[config.mk]
export PLATFORM = sky130hd
export DESIGN_NAME = serial_nor_flash_bus_interface
export DESIGN_NICKNAME = d
export VERILOG_FILES = /design/src/logic/flash_bus_pkg.sv /design/src/logic/serial_nor_flash_bus_interface.sv
export SDC_FILE = /design/constraint.sdc
export NUM_CORES = 1
export LEC_CHECK = 0
export ABC_AREA = 1
export BUFFER_PORTS_ARGS = -buffer_cell sky130_fd_sc_hd__buf_4
export CORE_MARGIN = 2
export CORE_UTILIZATION = 40
export CTS_CLUSTER_DIAMETER = 30
export DETAILED_ROUTE_END_ITERATION = 10
export GPL_TIMING_DRIVEN = 0
export PLACE_DENSITY_LB_ADDON = 0.3
export SLEW_MARGIN = 20
export SYNTH_ARGS = -nofsm -noshare
export SYNTH_HDL_FRONTEND = slang
export SYNTH_SLANG_ARGS = --single-unit
export TNS_END_PERCENT = 1
[constraint.sdc]
create_clock -name clock -period 9.1 [get_ports clock]
set_clock_uncertainty 0.05 [all_clocks]
set_input_delay 1.365 -clock clock [delete_from_list [all_inputs] [get_ports clock]]
set_output_delay 1.365 -clock clock [all_outputs]
set_load 0.02 [all_outputs]
[src/logic/flash_bus_pkg.sv]
// flash_bus_pkg: constants, modes and carriers for the serial flash bus
// assumes a system clock well above the serial clock it samples
package flash_bus_pkg;
	localparam int unsigned main_sectors       = 128;
	localparam int unsigned subs_per_sector    = 16;
	localparam int unsigned total_subsectors   = 2048;
	localparam int unsigned sector_bytes       = 65536;
	localparam int unsigned subsector_bytes    = 4096;
	localparam int unsigned otp_bytes          = 64;
	localparam int unsigned addr_bits          = 24;
	localparam int unsigned hold_disable_bit   = 4;
	localparam int unsigned sync_depth         = 2;
	localparam int unsigned lock_bit_index     = 6;

	localparam logic [7:0] cmd_read        = 8'h03;
	localparam logic [7:0] cmd_fast_read   = 8'h0b;
	localparam logic [7:0] cmd_dual_out    = 8'h3b;
	localparam logic [7:0] cmd_dual_io     = 8'hbb;
	localparam logic [7:0] cmd_quad_out    = 8'h6b;
	localparam logic [7:0] cmd_quad_io     = 8'heb;
	localparam logic [7:0] cmd_page_prog   = 8'h02;
	localparam logic [7:0] cmd_dual_prog   = 8'ha2;
	localparam logic [7:0] cmd_dual_xprog  = 8'hd2;
	localparam logic [7:0] cmd_quad_prog   = 8'h32;
	localparam logic [7:0] cmd_quad_xprog  = 8'h12;
	localparam logic [7:0] cmd_sub_erase   = 8'h20;
	localparam logic [7:0] cmd_sect_erase  = 8'hd8;
	localparam logic [7:0] cmd_bulk_erase  = 8'hc7;
	localparam logic [7:0] cmd_otp_read    = 8'h4b;
	localparam logic [7:0] cmd_otp_prog    = 8'h42;
	localparam logic [7:0] cmd_suspend     = 8'h75;
	localparam logic [7:0] cmd_resume      = 8'h7a;
	localparam logic [7:0] cmd_lock_write  = 8'he5;

	typedef enum logic [1:0] {
		proto_extended     = 2'h0,
		two_line_protocol  = 2'h1,
		four_line_protocol = 2'h2
	} protocol_t;

	typedef enum logic [2:0] {
		st_idle  = 3'h0,
		st_cmd   = 3'h1,
		st_addr  = 3'h3,
		st_dummy = 3'h2,
		st_data  = 3'h6,
		st_done  = 3'h7
	} phase_t;

	typedef enum logic [1:0] {
		op_none  = 2'h0,
		op_read  = 2'h1,
		op_write = 2'h2,
		op_erase = 2'h3
	} op_t;

	typedef enum logic [1:0] {
		er_sub  = 2'h0,
		er_sect = 2'h1,
		er_bulk = 2'h2
	} erase_t;

	typedef struct packed {
		logic [3:0] dq_in;
		logic       sclk;
		logic       select_n;
		logic       hold_n;
		logic       reset_n;
	} pins_t;

	typedef struct packed {
		logic [3:0] dq_out;
		logic [3:0] dq_oe;
	} drive_t;

	typedef struct packed {
		protocol_t  protocol;
		logic       execute_in_place;
		logic       hold_off;
		logic [3:0] dummy;
		logic [2:0] impedance;
		logic [1:0] wrap;
	} config_t;
endpackage

[src/logic/serial_nor_flash_bus_interface.sv]
// serial_nor_flash_bus_interface: device end of the multi-line flash bus
// assumes the array core sits outside behind the memory request ports
// How it works
// RULE1 - capture command, address, data on rising clock
// RULE2 - change output data only on falling clock
// RULE3 - deselected keeps serial output line floating
// RULE4 - idle and deselected gives standby power
// RULE5 - select low enters active power state
// RULE6 - host makes select fall before first command
// RULE7 - line zero inputs, turns around for reads
// RULE8 - line one outputs, inputs for multi programs
// RULE9 - write protect becomes line two in quad
// RULE10 - quad line three disables hold and reset
// RULE11 - host releases lines before device drives
// RULE12 - reset pin low resets, outputs float
// RULE13 - host avoids reset during internal cycles
// RULE14 - 128 sectors of 16 subsectors, 2048 total
// RULE15 - erase subsector, sector or whole array
// RULE16 - volatile lock per 64KB sector
// RULE17 - 64 otp bytes, lockable by otp program
// RULE18 - suspend and resume pause program or erase
// RULE19 - extended, two line and four line protocols
// RULE20 - execute in place reads with address only
// RULE21 - nonvolatile setting makes execute in place default
// RULE22 - volatile config overrides nonvolatile defaults
// RULE23 - hold pauses bus, output floats, input ignored
// RULE24 - config bit 4 disables hold; code uses hold_off, bit 9 of config_t
`timescale 1ns/1ps
module serial_nor_flash_bus_interface
	import flash_bus_pkg::*;
#(
	parameter int unsigned sectors = main_sectors
)(
	input  wire logic                 clock,
	input  wire logic                 resetn,
	input  wire pins_t                pins,
	output drive_t                    drive,
	input  wire config_t              nonvolatile_config_reg,
	input  wire logic                 volatile_valid,
	input  wire config_t              enhanced_volatile_config_reg,
	input  wire logic                 busy,
	output logic                      standby,
	output logic                      mem_req,
	output op_t                       mem_op,
	output erase_t                    erase_kind,
	output logic [addr_bits-1:0]      mem_addr,
	output logic [7:0]                mem_wdata,
	output logic                      otp_space,
	input  wire logic [7:0]           mem_rdata,
	output logic                      suspend,
	output logic [sectors-1:0]        sector_lock,
	output logic                      otp_locked,
	output logic                      in_reset
);
	logic [1:0]  rst_sync;
	logic        rst;
	pins_t       p1;
	pins_t       p;
	logic        sclk_d;
	logic        sclk_rise;
	logic        sclk_fall;
	config_t     cfg;
	logic        hold_active;
	logic        selected;
	phase_t      phase;
	logic [7:0]  cmd;
	logic [23:0] shift;
	logic [5:0]  count;
	logic [1:0]  width;
	logic [7:0]  obyte;
	logic        out_en;
	logic        xip_mode;
	logic        armed;
	logic        started;
	logic [3:0]  dummy_left;
	logic        in_byte;
	logic        is_quad;
	logic        prog_multi;
	logic        obyte_load;
	logic [2:0]  obit;
	localparam int unsigned sector_lsb = $clog2(sector_bytes);
	localparam int unsigned sector_idx = $clog2(sectors);

	always_ff @(posedge clock or negedge resetn)
	begin
		if (!resetn)
			rst_sync <= 2'h0;
		else
			rst_sync <= {rst_sync[0], 1'b1};
	end
	assign rst = !rst_sync[1];

	always_ff @(posedge clock or posedge rst)
	begin
		if (rst)
		begin
			p1 <= '1;
			p  <= '1;
			sclk_d <= 1'b0;
		end
		else
		begin
			p1 <= pins;
			p  <= p1;
			sclk_d <= p.sclk;
		end
	end

	// volatile copy wins once software loaded it
	assign cfg = volatile_valid ? enhanced_volatile_config_reg
		: nonvolatile_config_reg; // RULE22
	assign is_quad = cfg.protocol == four_line_protocol;
	// four line protocol removes hold and reset while selected; quad commands remove hold only
	assign hold_active = !p.hold_n && !p.select_n && !cfg.hold_off
		&& !(is_quad || width == 2'h2); // RULE23 RULE24 RULE10
	assign in_reset = !p.reset_n && !(is_quad && !p.select_n); // RULE12
	assign selected = !p.select_n && !in_reset; // RULE5
	assign sclk_rise = p.sclk && !sclk_d && selected && !hold_active; // RULE1
	assign sclk_fall = !p.sclk && sclk_d && selected && !hold_active; // RULE2
	assign standby = p.select_n && !busy; // RULE4

	// first select low after reset arms command decode
	always_ff @(posedge clock or posedge rst)
	begin
		if (rst)
			armed <= 1'b0;
		else if (in_reset)
			armed <= 1'b0;
		else if (!p.select_n)
			armed <= 1'b1; // RULE6
	end

	always_ff @(posedge clock or posedge rst)
	begin
		if (rst)
			xip_mode <= 1'b0;
		else if (in_reset)
			xip_mode <= 1'b0;
		else if (p.select_n)
			xip_mode <= cfg.execute_in_place; // RULE21
	end

	function automatic logic [1:0] lane_width(input logic [7:0] c,
		input protocol_t pr);
		logic [1:0] w;
		w = (pr == four_line_protocol) ? 2'h2
			: (pr == two_line_protocol) ? 2'h1 : 2'h0; // RULE19
		case (c)
			cmd_dual_out, cmd_dual_io, cmd_dual_prog, cmd_dual_xprog:
				if (w == 2'h0) w = 2'h1;
			cmd_quad_out, cmd_quad_io, cmd_quad_prog, cmd_quad_xprog:
				w = 2'h2;
			default: w = w;
		endcase
		return w;
	endfunction

	function automatic op_t decode(input logic [7:0] c);
		case (c)
			cmd_read, cmd_fast_read, cmd_dual_out, cmd_dual_io,
			cmd_quad_out, cmd_quad_io, cmd_otp_read: return op_read;
			cmd_page_prog, cmd_dual_prog, cmd_dual_xprog,
			cmd_quad_prog, cmd_quad_xprog, cmd_otp_prog,
			cmd_lock_write: return op_write;
			cmd_sub_erase, cmd_sect_erase, cmd_bulk_erase: return op_erase;
			default: return op_none;
		endcase
	endfunction

	assign prog_multi = cmd == cmd_dual_prog || cmd == cmd_dual_xprog
		|| cmd == cmd_quad_prog || cmd == cmd_quad_xprog; // RULE8

	// serial sequencer; all captures on rising edges
	always_ff @(posedge clock or posedge rst)
	begin
		if (rst)
		begin
			phase <= st_idle;
			cmd <= 8'h00;
			shift <= 24'h000000;
			count <= 6'h00;
			width <= 2'h0;
			dummy_left <= 4'h0;
			in_byte <= 1'b0;
			started <= 1'b0;
			mem_wdata <= 8'h00;
		end
		else if (!selected || !armed)
		begin
			phase <= st_idle;
			count <= 6'h00;
			started <= 1'b0;
			in_byte <= 1'b0;
		end
		else
		begin
			in_byte <= 1'b0;
			case (phase)
				st_idle:
				begin
					width <= lane_width(8'h00, cfg.protocol);
					if (xip_mode && !started)
					begin
						cmd <= cmd_fast_read; // RULE20
						width <= is_quad ? 2'h2
							: (cfg.protocol == two_line_protocol ? 2'h1 : 2'h0);
						phase <= st_addr;
					end
					else
						phase <= st_cmd;
					started <= 1'b1;
				end
				st_cmd:
					if (sclk_rise)
					begin
						shift <= {shift[22:0], p.dq_in[0]}; // RULE1
						count <= count + 6'h01;
						if (count == 6'h07)
						begin
							cmd <= {shift[6:0], p.dq_in[0]};
							width <= lane_width({shift[6:0], p.dq_in[0]},
								cfg.protocol);
							count <= 6'h00;
							phase <= st_addr;
						end
					end
				st_addr:
					if (sclk_rise)
					begin
						case (width)
							2'h0: shift <= {shift[22:0], p.dq_in[0]};
							2'h1: shift <= {shift[21:0], p.dq_in[1:0]};
							default: shift <= {shift[19:0], p.dq_in};
						endcase
						count <= count + (6'h01 << width);
						if (count + (6'h01 << width) >= 6'(addr_bits))
						begin
							count <= 6'h00;
							dummy_left <= (cmd == cmd_read) ? 4'h0 : cfg.dummy;
							// zero dummy still latches address
							phase <= st_dummy;
						end
					end
				st_dummy:
					if (dummy_left == 4'h0 || decode(cmd) != op_read)
						phase <= st_data;
					else if (sclk_rise)
						dummy_left <= dummy_left - 4'h1;
				st_data:
					if (sclk_rise && decode(cmd) == op_write)
					begin
						// single line unless a multi line program
						if (prog_multi && width != 2'h0)
							mem_wdata <= (width == 2'h1)
								? {mem_wdata[5:0], p.dq_in[1:0]}
								: {mem_wdata[3:0], p.dq_in}; // RULE8
						else
							mem_wdata <= {mem_wdata[6:0], p.dq_in[0]}; // RULE7
						count <= count + (6'h01 << width);
						if (count + (6'h01 << width) == 6'h08)
						begin
							count <= 6'h00;
							in_byte <= 1'b1;
						end
					end
				default: phase <= st_idle;
			endcase
		end
	end

	// address register held for the memory request
	always_ff @(posedge clock or posedge rst)
	begin
		if (rst)
			mem_addr <= '0;
		else if (phase == st_dummy)
			mem_addr <= shift[addr_bits-1:0];
		else if (in_byte || (phase == st_data && obyte_load))
			mem_addr <= mem_addr + 24'h000001;
	end

	assign obyte_load = sclk_fall && out_en && obit == 3'h0;

	// read path: shift out on falling edges only
	always_ff @(posedge clock or posedge rst)
	begin
		if (rst)
		begin
			obyte <= 8'h00;
			obit <= 3'h0;
			out_en <= 1'b0;
		end
		else if (!selected)
		begin
			out_en <= 1'b0;
			obit <= 3'h0;
		end
		else if (phase == st_data && decode(cmd) == op_read)
		begin
			if (sclk_fall)
			begin
				out_en <= 1'b1; // RULE11
				if (obit == 3'h0)
					obyte <= mem_rdata;
				else
					obyte <= obyte << (3'h1 << width); // RULE2
				obit <= obit + (3'h1 << width);
			end
		end
	end

	// line ownership per protocol and command
	always_comb
	begin
		drive = '0;
		if (selected && !hold_active && out_en)
		begin
			case (width)
				2'h0:
				begin
					drive.dq_out[1] = obyte[7];
					drive.dq_oe[1] = 1'b1;
				end
				2'h1:
				begin
					drive.dq_out[1:0] = obyte[7:6]; // RULE7
					drive.dq_oe[1:0] = 2'h3;
				end
				default:
				begin
					drive.dq_out = obyte[7:4]; // RULE9 RULE10
					drive.dq_oe = 4'hf;
				end
			endcase
		end
	end // RULE3 RULE12 RULE23

	// memory requests and erase granularity
	always_ff @(posedge clock or posedge rst)
	begin
		if (rst)
		begin
			mem_req <= 1'b0;
			mem_op <= op_none;
			erase_kind <= er_sub;
			otp_space <= 1'b0;
			suspend <= 1'b0;
		end
		else
		begin
			mem_req <= 1'b0;
			if (in_byte)
			begin
				mem_req <= 1'b1;
				mem_op <= op_write;
				otp_space <= cmd == cmd_otp_prog; // RULE17
			end
			// one pulse on the last dummy cycle, whatever the count
			else if (phase == st_dummy && dummy_left == 4'h0
				&& decode(cmd) == op_read)
			begin
				mem_req <= 1'b1;
				mem_op <= op_read;
				otp_space <= cmd == cmd_otp_read;
			end
			else if (!selected && phase != st_idle && decode(cmd) == op_erase
				&& !sector_lock[mem_addr[sector_lsb +: sector_idx]])
			begin
				mem_req <= 1'b1;
				mem_op <= op_erase; // RULE15 RULE14
				erase_kind <= cmd == cmd_bulk_erase ? er_bulk
					: cmd == cmd_sect_erase ? er_sect : er_sub;
			end
			if (phase == st_addr && cmd == cmd_suspend && busy)
				suspend <= 1'b1; // RULE18
			else if (phase == st_addr && cmd == cmd_resume)
				suspend <= 1'b0;
		end
	end

	// per sector volatile lock and otp lock
	always_ff @(posedge clock or posedge rst)
	begin
		if (rst)
		begin
			sector_lock <= '0;
			otp_locked <= 1'b0;
		end
		else if (in_byte && cmd == cmd_lock_write)
			sector_lock[mem_addr[sector_lsb +: sector_idx]]
				<= mem_wdata[0]; // RULE16
		else if (in_byte && cmd == cmd_otp_prog
			&& mem_addr[5:0] == 6'(otp_bytes - 1) && !mem_wdata[0])
			otp_locked <= 1'b1; // RULE17
	end
endmodule

# Word level (Yosys, flattened, before mapping)

Index checks and enable logic that the tools add are counted.

Flip-flop bits (word level): 250
Latch bits: 0
Bits in writable memories: 0
Memory bits (read-only): 0
Input port bits: 46
Output and inout port bits: 178
Word-level logic and storage cells: 292
Memories: 0

$add $sub $neg: 5
Multipliers: 0
Div/mod/pow operators: 0
Magnitude comparators: 3
Eq/ne operators: 60
Shift operators: 3
Muxes and demuxes: 91
Bitwise operators: 4
Reduce and logical (&&, ||, !) cells: 92

Operator list:

| operator                                                              | count |
|---|---|
| 128-bit bitwise mux                                                   | 1 |
| 24-bit 2-to-1 mux                                                     | 4 |
| 24-bit case mux with 2 select lines                                   | 2 |
| 8-bit equality test, second input constant                            | 11 |
| 8-bit 2-to-1 mux                                                      | 7 |
| 8-bit by 7-bit equality test with 1-bit output, second input constant | 6 |
| 6-bit 2-to-1 mux                                                      | 7 |
| 8-bit by 6-bit equality test with 1-bit output, second input constant | 5 |
| 2-bit 2-to-1 mux                                                      | 19 |
| 1-bit logical AND                                                     | 35 |
| 3-bit 2-to-1 mux                                                      | 9 |
| 1-bit 2-to-1 mux                                                      | 26 |
| 24-bit by 1-bit adder with 24-bit output, second input constant       | 1 |
| 4-bit 2-to-1 mux                                                      | 5 |
| 2-bit != test, second input constant                                  | 10 |
| 3-bit != test, second input constant                                  | 6 |
| 6-bit case mux with 3 select lines                                    | 1 |
| 2-bit nonzero test                                                    | 9 |
| 8-bit by 2-bit equality test with 1-bit output, second input constant | 2 |
| 8-bit by 5-bit equality test with 1-bit output, second input constant | 2 |
| 1-bit zero test                                                       | 16 |
| 8-bit case mux with 2 select lines                                    | 1 |
| 3-bit case mux with 5 select lines                                    | 1 |
| 7-bit OR reduction                                                    | 2 |
| other kinds (42)                                                      | 70 |

# Logic depth before layout (Yosys ltp)

Depth in word-level cells: 15
Mapped depth: 18
Depth with buffers taken out: 18

# Least setup slack after synthesis

Ideal clock, no wire load.

Path type: input to output
Start: input port volatile_valid
End: output port drive[3] in the netlist's numbering
Arrival: 2836 ps
Required time: 7685 ps
Setup slack: 4849 ps
Stages on the path: 11
Buffers on the path: 2
Path through: buf_6 inv_4 nand2_2 nand2_2 nand2_4 a21oi_4 nand2_4 nor2_4 inv_1 nor2_1 buf_4

RTL lines:

| item        | line                                 | source |
|---|---|---|
| from (decl) | serial_nor_flash_bus_interface.sv:39 | `input wire logic volatile_valid,` |
| to (decl)   | serial_nor_flash_bus_interface.sv:37 | `output drive_t drive,` |

==> run_results.csv <==
group,metric,value,unit
sta,hold_viol,0,
critical_path,regToRegSetupSlack,6.21,ns
synth,synth_cells,1940,
min_path,hp-class,"reg2reg",
finish,areaGrowthSynthToFinish,32.83,%
sta,setup_tns,0,ns
route,drtIter0Drc,1468,
floorplan,die_width,193.2,µm
place,place_hpwl,36.46,mm
finish,antenna_cells,0,
synth,yosysSeqAreaShare,0.4382,
critical_path,max_stage_delay,0.49,ns
route,vias,15200,
finish,drive_gt1_frac,0.2043,
floorplan,num_io_pins,224,
job,max_cap_violations,0,
route,wire_per_inst,18.83,µm
finish,nFillCells,3315,
critical_path,cp-end-kind,"output pin",
global_route,grt_pass1_wl,80.86,mm
power_and_ir_drop,p_per_area,255.1,mW/mm²
sta,setup_viol,0,
critical_path,worstReg2RegStart,"width[1]",
critical_path,cp.required,7.69,ns
finish,multi_input_area,0.006900,mm²
floorplan,die-height,193.2,µm
finish,fin_util,0.5375,
route,antenna_left,0,
clocking,path_clk_slew,0.04,ns
clocking,hold_buffers,0,
floorplan,rows,69,
place,finalWeightedCongestion,0.9585,
synth,synth_edf_count,0,
min_path,whs_endpoint,"p[3]",
critical_path,critPathKind,"reg2out",
clocking,cts_root_buffer,"clkbuf_16",
synth,syn_area_per_cell,7.383,µm²
global_route,antenna_found_initial,0,
clocking,cts_tree,"yes",
clocking,clockBufferDepth,3,
sta,drv_slew,0,
floorplan,coreArea,0.03540,mm²
critical_path,path_cells,"inv_1 > ha_1 > buf_2 > nor2_1 > inv_1 > clkbuf_1 > clkbuf_1 > nor2_1 > buf_4 > buf_4",
synth,synth_cell_types,54,
min_path,holdPathStages,0,
synth,synth-main-ff-cell,"dfrtp_1",
sta,rsz0062_at_grt,"no",
finish,finalNetCount,2285,
clocking,ctsResizeCount,0,
synth,yosysMostFrequentCell,"nand2_1",
clocking,h-tree-depth,3,
power_and_ir_drop,p_leak,9.229,nW
clocking,cts_buffers,67,
floorplan,dieArea,0.03734,mm²
synth,ys_top_cells_by_area,"dfrtp_1 (41%), nand2_1 (17%), o21ai_0 (5.6%)",
route,wirelength,51.53,mm
route,via_per_inst,5.555,
synth,syn_nets,2000,
power_and_ir_drop,peakVddDrop,0.1459,mV
outcome,status,"completed",
route,drcViolationCount,0,
sta,fmax,214.2,MHz
finish,regArea,0.006280,mm²
finish,fin_cells,2737,
critical_path,r2r-end,"shift[9]",
synth,ys_async_sr_fraction,1.000,
sta,period_needed,4.668,ns
global_route,grt-ovfl-total,0,
floorplan,start_util,0.4047,
sta,tightest_slew,0.9510,ns
synth,synth_seq_cells,250,
sta,hold_ws,0.3022,ns
critical_path,reg2reg_depth,11,
synth,yosysTopAreaCell,"dfrtp_1",
global_route,grtUsageTotal,0.2721,
synth,syn_area,0.01432,mm²
global_route,grt_pass1_vias,14430,
synth,yosys_warnings,0,
sta,finalCritPeriodShare,0.5130,
min_path,hp-start,"p1[3]",
place,numPortBuffers,212,
clocking,cts.sinks,250,
synth,synth_top_cells_by_count,"nand2_1 (639), dfrtp_1 (234), o21ai_0 (159)",
route,dr.pass1.iters,5,
clocking,post-cts-setup-buffers,0,
place,dpl.cell_count,2617,
global_route,grt_max_degree,55,
critical_path,cp_max_fo,10,
critical_path,cp-start-kind,"flop",
sta,maxSlewHeadroom,0.3660,
synth,synth_top_area_share,0.4088,
critical_path,critPathArrivalTime,3.25,ns
clocking,clk_latency,0.56,ns
critical_path,crit_path_top_delay_cell,"clkbuf_1",
## how the worst max path moves through the flow
stage	start	endpoint	slack [ns]	depth (start not counted)
final	width[1]	drive[3]	4.43	10
after global routing	width[0]	drive[3]	4.27	9
after CTS	width[1]	drive[3]	4.47	10
after detailed placement	volatile_valid	drive[3]	4.94	12
after global placement	rst_sync[1]	count[3]	-1.55	0
after floorplan	rst_sync[1]	armed	1.60	0
## worst max-delay path, delay by kind of cell (launching register included)
| kind | cells | cell delay (ns) |
|---|---|---|
| flops | 1 | 0.44 |
| buf+inv | 7 | 1.72 |
| fa+ha+maj | 1 | 0.19 |
| simple gates | 2 | 0.34 |
## state kept, by name, summed over array words and instances (netlist names), 3 cells and up
register     flops
sector_lock    128
obyte            8
mem_addr        24
count            6
mem_wdata        8
p1               8
p                8
dummy_left       4
shift           24
obit             3
phase            3
cmd              8
## per-stage QoR
stage                     power [mW]  worst slack [ns]  cell area (µm²)
after CTS                      4.844             4.465            19030
final                          4.854             4.432            19030
after detailed placement       2.304             4.937            16610
after global placement         2.292            -1.549            16490
after floorplan                1.906             1.595            14320
after global routing           5.024             4.269            19030
## metal layers
layer | GRT usage | share of wire
met1 | 0.3519 | 0.40
met2 | 0.4368 | 0.47
met3 | 0.05317 | 0.089
met4 | 0.1349 | 0.045
met5 | 0 | 0
## logic make-up after synthesis
kind of cell | after synthesis | share of synthesized area
AO/OA/AOI/OAI | 412 | 0.1649
XOR/XNOR | 27 | 0.01703
adder cells (fa/ha/maj) | 14 | 0.01223
buffers and inverters | 259 | 0.08010
flip-flops | 250 | 0.4382
multiplexers | 3 | 0.002097
other | 1 | 0.0002618
AND/OR/NAND/NOR | 974 | 0.2852
## cell type report
| cell class | count | area share |
|---|---|---|
| clock inverters | 27 | 0.02262 |
| inverters | 145 | 0.02874 |
| repair buffers | 216 | 0.08944 |
| clock buffers | 93 | 0.1046 |
| well taps | 461 | 0.03032 |
| multi-input cells | 1431 | 0.3627 |
| plain buffers | 114 | 0.03157 |
| flip-flops and latches | 250 | 0.3301 |
## report_power, final
group / internal (mW) / switching (mW) / total, mW
sequential: 1.18 / 0.0930 / 1.27
clock: 1.82 / 0.714 / 2.53
combinational: 0.295 / 0.755 / 1.05
total: 3.29 / 1.56 / 4.85
## cell usage in the layout (no fill, tap or decap), types with 13 or more instances in the layout
master       n
buf_4      223
o21ai_0    159
xor2_1      19
nand3_1    115
clkbuf_16   71
dfrtp_1    233
nand4_1     16
o211ai_1    40
o21ai_1     34
clkbuf_1    66
nand2_1    639
a31oi_1     55
a21oi_1     85
clkbuf_8    13
nor2_1     138
inv_1      133
dfstp_2     16
buf_2       33
ha_1        14
nor3_1      21
(Power assumes the default switching activity.)
